[src/dbgp_consts.vh]
`ifndef DBGP_CONSTS_VH
`define DBGP_CONSTS_VH
// Link frame: command byte then data byte, both shifted MSB first on rising clock edges.
`define DBGP_BYTE_BITS 4'h8
`define DBGP_CNT_W 4
// Command codes carried in the first byte of a frame.
`define DBGP_CMD_CONNECT 8'hA5
`define DBGP_CMD_DISCONNECT 8'h5A
`define DBGP_CMD_RESET 8'hC3
`define DBGP_CMD_LED_BLOCK 8'h3C
`define DBGP_CMD_READ 8'h96
// Reply byte returned on a read: status in the low bits.
`define DBGP_STAT_W 8
// Lifecycle state of the part.
`define DBGP_LIFE_FACTORY 2'h0
`define DBGP_LIFE_USER 2'h1
`define DBGP_LIFE_RUN 2'h2
// Idle time without a rising clock edge that aborts a frame, in ns.
`define DBGP_IDLE_NS 20000
`define DBGP_CLK_MHZ 100
// Length of the digital reset pulse in cycles.
`define DBGP_RST_CYC 8'h10
`endif

[src/dbgp_sync.v]
`timescale 1ns/100ps
`default_nettype none
// Three-stage pin synchroniser; the output changes once stages two and three agree.
module dbgp_sync (
   // Clock and reset.
   input wire mclk,
   input wire reset_n,
   // Asynchronous pin and filtered level.
   input wire pin_in,
   output reg level_out,
   // One-cycle pulse on a filtered rising edge.
   output reg rise_out
);
   reg s1_r;
   reg s2_r;
   reg s3_r;

   // Stage one feeds only stage two; the filter looks at stages two and three.
   always @(posedge mclk) begin
      if (!reset_n) begin
         s1_r <= 1'b0;
         s2_r <= 1'b0;
         s3_r <= 1'b0;
         level_out <= 1'b0;
         rise_out <= 1'b0;
      end else begin
         s1_r <= pin_in;
         s2_r <= s1_r;
         s3_r <= s2_r;
         rise_out <= 1'b0;
         if (s2_r == s3_r && s3_r != level_out) begin
            level_out <= s3_r;
            rise_out <= s3_r;
         end
      end
   end
endmodule
`default_nettype wire

[src/dbgp_core.v]
`timescale 1ns/100ps
`default_nettype none
`include "dbgp_consts.vh"
// What this block does
// [RULE_01] Link is a host-driven clock line plus one shared bidirectional data line.
// [RULE_02] Fully programmed parts can switch the debug port off entirely by user setting.
// [RULE_03] Debug traffic runs while the core is halted, peripherals and software stalled.
// [RULE_04] Debug clock borrows pin 5, debug data borrows pin 4.
// [RULE_05] LED current sink also drives pin 5, sharing it with debug clock.
// [RULE_06] During a session the LED driver stays off whatever software asks.
// [RULE_07] Host clears breakpoints and LED block on disconnect, then lets device run.
// [RULE_08] After disconnect execution resumes where it halted, not at reset vector.
// [RULE_09] A new connection only succeeds while the LED driver is inactive.
// [RULE_10] Host blocks the LED right after connecting, until disconnection.
// [RULE_11] Outside debug transactions pin 4 stays a user bidirectional pin.
// [RULE_12] Host reset command resets the digital section and starts boot.
// [RULE_13] Debug reset returns all registers to initial state, reloads factory values.
// [RULE_14] Factory parts keep code/data RAM contents across a debug reset.
// [RULE_15] User parts reload customer data region into code/data RAM on debug reset.
// [RULE_16] Shutdown removes digital power, erasing RAM; a grounded input wakes it.
// [RULE_17] Run-only parts refuse all debug access.
// [RULE_18] Device drives the data pin only while returning reply data.
module dbgp_core #(
   parameter IDLE_CYC = (`DBGP_IDLE_NS * `DBGP_CLK_MHZ) / 1000
) (
   // Clock and reset.
   input wire mclk,
   input wire reset_n,
   // Debug clock pin (pin 5 input side) and data pin (pin 4).
   input wire debug_clock_line,
   input wire debug_data_line_in,
   output reg debug_data_line_out,
   output reg debug_data_line_oe,
   // User side of pin 4.
   input wire user_pin4_out,
   input wire user_pin4_oe,
   output reg user_pin4_in,
   // LED request from software and sink drive onto pin 5.
   input wire led_request,
   output reg led_sink_on,
   // Part lifecycle and user disable of the port.
   input wire [1:0] life_state,
   input wire debug_disable,
   // Shutdown request and wake inputs.
   input wire shutdown_req,
   input wire wake_any_low,
   output reg digital_power_on,
   // Core control.
   output reg core_halt,
   output reg digital_reset,
   output reg boot_start,
   output reg boot_load_user,
   output reg session_active
);
   localparam [2:0] ST_CMD = 3'b001;
   localparam [2:0] ST_DATA = 3'b010;
   localparam [2:0] ST_REPLY = 3'b100;
   localparam CNT_W = 32;

   wire clk_lvl;
   wire clk_rise;
   wire dat_lvl;
   reg [2:0] state_r;
   reg [`DBGP_CNT_W-1:0] bit_r;
   reg [7:0] cmd_r;
   reg [7:0] shift_r;
   reg [CNT_W-1:0] idle_r;
   reg led_block_r;
   reg [7:0] rst_r;
   reg clk_lvl_d_r;
   wire port_ok;
   wire clk_fall;

   // Pins from the adapter are asynchronous; both pass the three-stage filter. [RULE_04]
   dbgp_sync u_clk (
      .mclk(mclk),
      .reset_n(reset_n),
      .pin_in(debug_clock_line),
      .level_out(clk_lvl),
      .rise_out(clk_rise)
   );
   dbgp_sync u_dat (
      .mclk(mclk),
      .reset_n(reset_n),
      .pin_in(debug_data_line_in),
      .level_out(dat_lvl),
      .rise_out()
   );

   // Run parts and user-disabled programmed parts ignore the link. [RULE_17] [RULE_02]
   assign port_ok = (life_state != `DBGP_LIFE_RUN) && !(life_state == `DBGP_LIFE_USER && debug_disable);
   assign clk_fall = clk_lvl_d_r && !clk_lvl;

   // Frame decoder: command byte, data byte, optional reply byte. [RULE_01]
   always @(posedge mclk) begin
      if (!reset_n) begin
         state_r <= ST_CMD;
         bit_r <= {`DBGP_CNT_W{1'b0}};
         cmd_r <= 8'h00;
         shift_r <= 8'h00;
         idle_r <= {CNT_W{1'b0}};
         clk_lvl_d_r <= 1'b0;
         core_halt <= 1'b0;
         session_active <= 1'b0;
         led_block_r <= 1'b0;
         rst_r <= 8'h00;
         debug_data_line_out <= 1'b0;
         debug_data_line_oe <= 1'b0;
      end else begin
         clk_lvl_d_r <= clk_lvl;
         if (rst_r != 8'h00) begin
            rst_r <= rst_r - 8'h01;
         end
         // A stalled link aborts the partial frame and frees the data pin.
         if (clk_rise) begin
            idle_r <= {CNT_W{1'b0}};
         end else if (idle_r >= IDLE_CYC[CNT_W-1:0]) begin
            state_r <= ST_CMD;
            bit_r <= {`DBGP_CNT_W{1'b0}};
            debug_data_line_oe <= 1'b0; // [RULE_18]
         end else begin
            idle_r <= idle_r + {{(CNT_W-1){1'b0}}, 1'b1};
         end
         if (!port_ok) begin
            state_r <= ST_CMD;
            session_active <= 1'b0;
            core_halt <= 1'b0;
            led_block_r <= 1'b0;
            debug_data_line_oe <= 1'b0; // [RULE_17]
         end else if (clk_rise) begin
            case (state_r)
               ST_CMD: begin
                  shift_r <= {shift_r[6:0], dat_lvl};
                  bit_r <= bit_r + 4'h1;
                  if (bit_r == `DBGP_BYTE_BITS - 4'h1) begin
                     cmd_r <= {shift_r[6:0], dat_lvl};
                     bit_r <= {`DBGP_CNT_W{1'b0}};
                     state_r <= ST_DATA;
                  end
               end
               ST_DATA: begin
                  shift_r <= {shift_r[6:0], dat_lvl};
                  bit_r <= bit_r + 4'h1;
                  if (bit_r == `DBGP_BYTE_BITS - 4'h1) begin
                     bit_r <= {`DBGP_CNT_W{1'b0}};
                     state_r <= ST_CMD;
                     if (cmd_r == `DBGP_CMD_CONNECT && !led_request) begin
                        // Connect only while the LED is dark; core halts. [RULE_09] [RULE_03]
                        session_active <= 1'b1;
                        core_halt <= 1'b1;
                     end else if (session_active) begin
                        if (cmd_r == `DBGP_CMD_DISCONNECT) begin
                           // Release halt and LED block; no reset, so the core resumes in place. [RULE_08] [RULE_07]
                           session_active <= 1'b0;
                           core_halt <= 1'b0;
                           led_block_r <= 1'b0;
                        end else if (cmd_r == `DBGP_CMD_LED_BLOCK) begin
                           led_block_r <= dat_lvl; // [RULE_10]
                        end else if (cmd_r == `DBGP_CMD_RESET) begin
                           rst_r <= `DBGP_RST_CYC; // [RULE_12]
                        end else if (cmd_r == `DBGP_CMD_READ) begin
                           shift_r <= {4'h0, led_block_r, core_halt, life_state};
                           state_r <= ST_REPLY;
                        end
                     end
                  end
               end
               ST_REPLY: begin
                  bit_r <= bit_r + 4'h1;
                  shift_r <= {shift_r[6:0], 1'b0};
                  if (bit_r == `DBGP_BYTE_BITS) begin
                     bit_r <= {`DBGP_CNT_W{1'b0}};
                     state_r <= ST_CMD;
                  end
               end
               default: state_r <= ST_CMD;
            endcase
         end
         // Reply bits change on falling clock edges; drive only in reply. [RULE_18]
         if (state_r == ST_REPLY && port_ok && bit_r != `DBGP_BYTE_BITS) begin
            if (clk_fall) begin
               debug_data_line_oe <= 1'b1;
               debug_data_line_out <= shift_r[7];
            end
         end else begin
            debug_data_line_oe <= 1'b0;
            debug_data_line_out <= 1'b0;
         end
      end
   end

   // Reset pulse, boot and RAM reload selection by lifecycle. [RULE_13] [RULE_14] [RULE_15]
   always @(posedge mclk) begin
      if (!reset_n) begin
         digital_reset <= 1'b0;
         boot_start <= 1'b0;
         boot_load_user <= 1'b0;
      end else begin
         digital_reset <= (rst_r != 8'h00); // [RULE_13]
         boot_start <= (rst_r == 8'h01); // [RULE_12]
         if (rst_r == 8'h01) begin
            boot_load_user <= (life_state == `DBGP_LIFE_USER); // [RULE_15] [RULE_14]
         end
      end
   end

   // Pin sharing: LED sink on pin 5 gated in session; pin 4 returned to user. [RULE_05] [RULE_06] [RULE_11]
   always @(posedge mclk) begin
      if (!reset_n) begin
         led_sink_on <= 1'b0;
         user_pin4_in <= 1'b0;
         digital_power_on <= 1'b1;
      end else begin
         led_sink_on <= led_request && !session_active && !led_block_r; // [RULE_06] [RULE_04]
         user_pin4_in <= dat_lvl; // [RULE_11]
         // Power drops on shutdown, RAM is lost; a grounded input restores it. [RULE_16]
         if (!digital_power_on && wake_any_low) begin
            digital_power_on <= 1'b1;
         end else if (shutdown_req) begin
            digital_power_on <= 1'b0;
         end
      end
   end
endmodule
`default_nettype wire

[config.mk]
export PLATFORM = sky130hd
export DESIGN_NAME = dbgp_core
export DESIGN_NICKNAME = d
export VERILOG_FILES = /design/src/dbgp_sync.v /design/src/dbgp_core.v
export VERILOG_INCLUDE_DIRS = /design/src
export SDC_FILE = /design/constraint.sdc
export NUM_CORES = 1
export LEC_CHECK = 0
export BUFFER_PORTS_ARGS = -buffer_cell sky130_fd_sc_hd__buf_2
export CAP_MARGIN = 10
export CORE_MARGIN = 2
export CORE_UTILIZATION = 39
export CTS_CLUSTER_SIZE = 12
export DETAILED_ROUTE_END_ITERATION = 16
export GPL_TIMING_DRIVEN = 0
export PLACE_DENSITY_LB_ADDON = 0.12
export SYNTH_ARGS = -nofsm -noshare
export SYNTH_HDL_FRONTEND = slang
export SYNTH_SLANG_ARGS = --single-unit
[constraint.sdc]
create_clock -name mclk -period 2.03 [get_ports mclk]
set_input_delay 0.1015 -clock mclk [delete_from_list [all_inputs] [get_ports mclk]]
set_output_delay 0.1015 -clock mclk [all_outputs]
set_load 0.05 [all_outputs]
==> results.json <==
{
  "r2r_end": "bit_r[3]$_SDFF_PN0_",
  "cts_buffer_depth": 2,
  "postSynthCellCount": 383,
  "r2r_slack_ns": 0.02,
  "regArea_mm2": 0.00168,
  "cap_violations": 0,
  "p_total_mw": 3.72,
  "wl_per_cell_um": 13.9,
  "synth_edf_count": 0,
  "rr_worst_depth": 6,
  "dr_total_vias": 2772,
  "cts-root-buf": "clkbuf_8",
  "ios": 22,
  "avgSynthCellArea_um2": 9.16,
  "max_stage_delay_ns": 0.38,
  "place.gp.congestion": 0.809,
  "rsz0062_at_grt": "true",
  "multi_input_area_mm2": 0.00176,
  "synth_simple_gate_area_share_pct": 28.9,
  "hold_viol": 0,
  "synth_top_area_share_pct": 47.9,
  "cp_slowest_cell": "or3b_1",
  "yosysWarningCount": 0,
  "maxSlewViolCount": 0,
  "vias_per_cell": 5.20,
  "cp.arrival_ns": 2.25,
  "drc": 0,
  "synth_top_family_by_area": "simple AND/OR/NAND/NOR gates",
  "cts.sinks": 84,
  "die_area_mm2": 0.00977,
  "gr-total-overflow": 0,
  "ys_seq_area_share_pct": 47.9,
  "fin_crit_ns": 2.01,
  "synth-compound-area-share_pct": 11.9,
  "antennaDiodeCount": 0,
  "critPathKind": "reg2reg",
  "async_reset_ff_share_pct": 0,
  "setup_viol": 0,
  "grt_pass1_vias": 2725,
  "cp.required_ns": 2.27,
  "layout_common_cells": "dfxtp_1 (82), nor2_1 (40), nand2_1 (31)",
  "clock_latency_ns": 0.36,
  "final_common_cell": "dfxtp_1",
  "synthToLayoutAreaGrowth_pct": 15.9,
  "skew_ns": 0.0146,
  "fin_area_mm2": 0.00407,
  "endpoint": "bit_r[3]$_SDFF_PN0_",
  "p_leak_nw": 1.68,
  "yosysUniqueCellTypes": 56,
  "worst_pin_slew_ns": 0.555,
  "period_share_pct": 99.2,
  "grt_start_max_net_pins": 15,
  "start_util_pct": 40.2,
  "drtIter0Drc": 123,
  "path_clk_slew_ns": 0.08,
  "max_freq_mhz": 497,
  "syn_nets": 401,
  "m1WireLength_um": 3890,
  "antenna_found_initial": 0,
  "core_mm2": 0.00872,
  "num_rows": 34,
  "fillers": 851,
  "die-height_um": 98.9,
  "post-place-ws_ns": -0.0629,
  "hp-class": "in2reg",
  "dp_hpwl_um": 5290,
  "dieWidth_um": 98.9,
  "cp-startpoint": "state_r[2]$_SDFF_PN0_",
  "utilization_pct": 46.7,
  "route.top_layer_used": "met4",
  "wl_met3_um": 233,
  "synth_mux_area_share_pct": 3.17,
  "regToRegStartpoint": "state_r[2]$_SDFF_PN0_",
  "drt_wl_total_um": 7420,
  "grt_pass1_wl_um": 13000,
  "final.setup.worst_slack_ns": 0.0168,
  "wl_met2_um": 3200,
  "end_kind": "flop",
  "ir_drop_mv": 0.682,
  "ant_nets": 0,
  "ys_ff_latch": 84,
  "layout.nets": 438,
  "htree_num_levels": 3,
  "synth_xor_xnor_area_share_pct": 2.99,
  "netlist_area_mm2": 0.00351,
  "dr.pass1.iters": 5,
  "synth_fa_ha_area_share_pct": 2.14,
  "layout-drive-gt1-share_pct": 14.8,
  "max_slew_margin_pct": 62.7,
  "synth_top_area_cell": "dfxtp_1",
  "cts_tree": "done",
  "crit_chain": "buf_2 > or3b_1 > o21ai_0 > nand3_1 > o211a_1 > a221o_1",
  "grt_use_total_pct": 16.4,
  "portBuffers": 19,
  "worstSetupStartpointType": "flop",
  "place_area_mm2": 0.00374,
  "cts_buffers": 9,
  "netlist_top_cells_area": "dfxtp_1 (48%), and3_1 (4.3%), nor2_1 (4.3%)",
  "cp_max_fo": 10,
  "outcome": "finished clean",
  "power_density_mw_per_mm2": 915,
  "yosys_most_used_dff": "dfxtp_1"
}
[worst min-delay path by stage]
stage	startpoint	end	depth (start not counted)
final	shutdown_req	digital_power_on$_SDFFE_PP1P_	4
after global routing	shutdown_req	digital_power_on$_SDFFE_PP1P_	4
after CTS	shutdown_req	digital_power_on$_SDFFE_PP1P_	4
after detailed placement	debug_data_line_in	u_dat.s1_r$_SDFF_PN0_	2
after global placement	debug_clock_line	u_clk.s1_r$_SDFF_PN0_	2
after floorplan	led_request	led_sink_on$_SDFF_PN0_	2
[logic make-up after synthesis]
| group | count (synthesis) |
|---|---|
| buf+inv | 27 |
| mux | 11 |
| flops | 84 |
| simple gates | 181 |
| compound gates | 62 |
| xor+xnor | 12 |
| fa+ha+maj | 6 |
[report_power, final]
part,switching [mW],internal (mW),leakage (nW)
clock,0.613,0.732,0.106
combinational,0.334,0.228,0.888
sequential,0.0721,1.74,0.682
total,1.02,2.70,1.68
[layer usage]
| metal | up-vias | global-route usage, % |
|---|---|---|
| met5 | - | 0 |
| met4 | 0 | 5.06 |
| met3 | 9 | 3.90 |
| met2 | 37 | 24.9 |
| met1 | 1294 | 23.1 |
| li1 | 1432 | - |
[worst max-delay path: cells and delay by family, from the launching register on]
family	cells	cell delay, ns
compound gates	3	0.75
simple gates	2	0.65
flops	1	0.32
buf+inv	1	0.18
[area by class of cell]
cell class | count | area share [%]
clock inverters | 5 | 2.06
multi-input cells | 272 | 43.2
inverters | 12 | 1.11
well taps | 108 | 3.32
clock buffers | 11 | 3.47
flip-flops and latches | 84 | 41.4
repair buffers | 26 | 3.87
plain buffers | 15 | 1.60
[Yosys cell counts (8+ instances only)]
cell type	number
mux2i_1	10
xnor2_1	11
nand3_1	20
inv_1	12
and3_1	24
and2_1	10
o21ai_0	13
nand2b_1	8
nor2_1	40
a21oi_1	17
nand2_1	32
clkbuf_1	9
dfxtp_1	84
[flip-flops by register name (all words and copies together) (netlist names), 3 cells and up]
signal and flops:
bit_r 4, shift_r 8, cmd_r 8, rst_r 8, idle_r 32, state_r 3
[metrics by stage]
step	hold WS, ns	TNS [ns]	cells
after floorplan	0.220	0	383
after detailed placement	0.311	-0.0943	510
final	0.0179	0	533
after global placement	0.306	-0.0451	510
after CTS	0.00994	0	530
after global routing	0.0595	-1.25	533
[timing repair]
| item | in CTS | in global routing |
|---|---|---|
| pin swaps | 0 | 7 |
| setup buffers | 0 | 3 |
| endpoints found under the hold margin | 4 | 0 |
| setup endpoints to repair | 6 | 27 |
| resized for setup | 3 | 10 |
| hold buffers | 4 | 0 |
(Power assumes the default switching activity.)
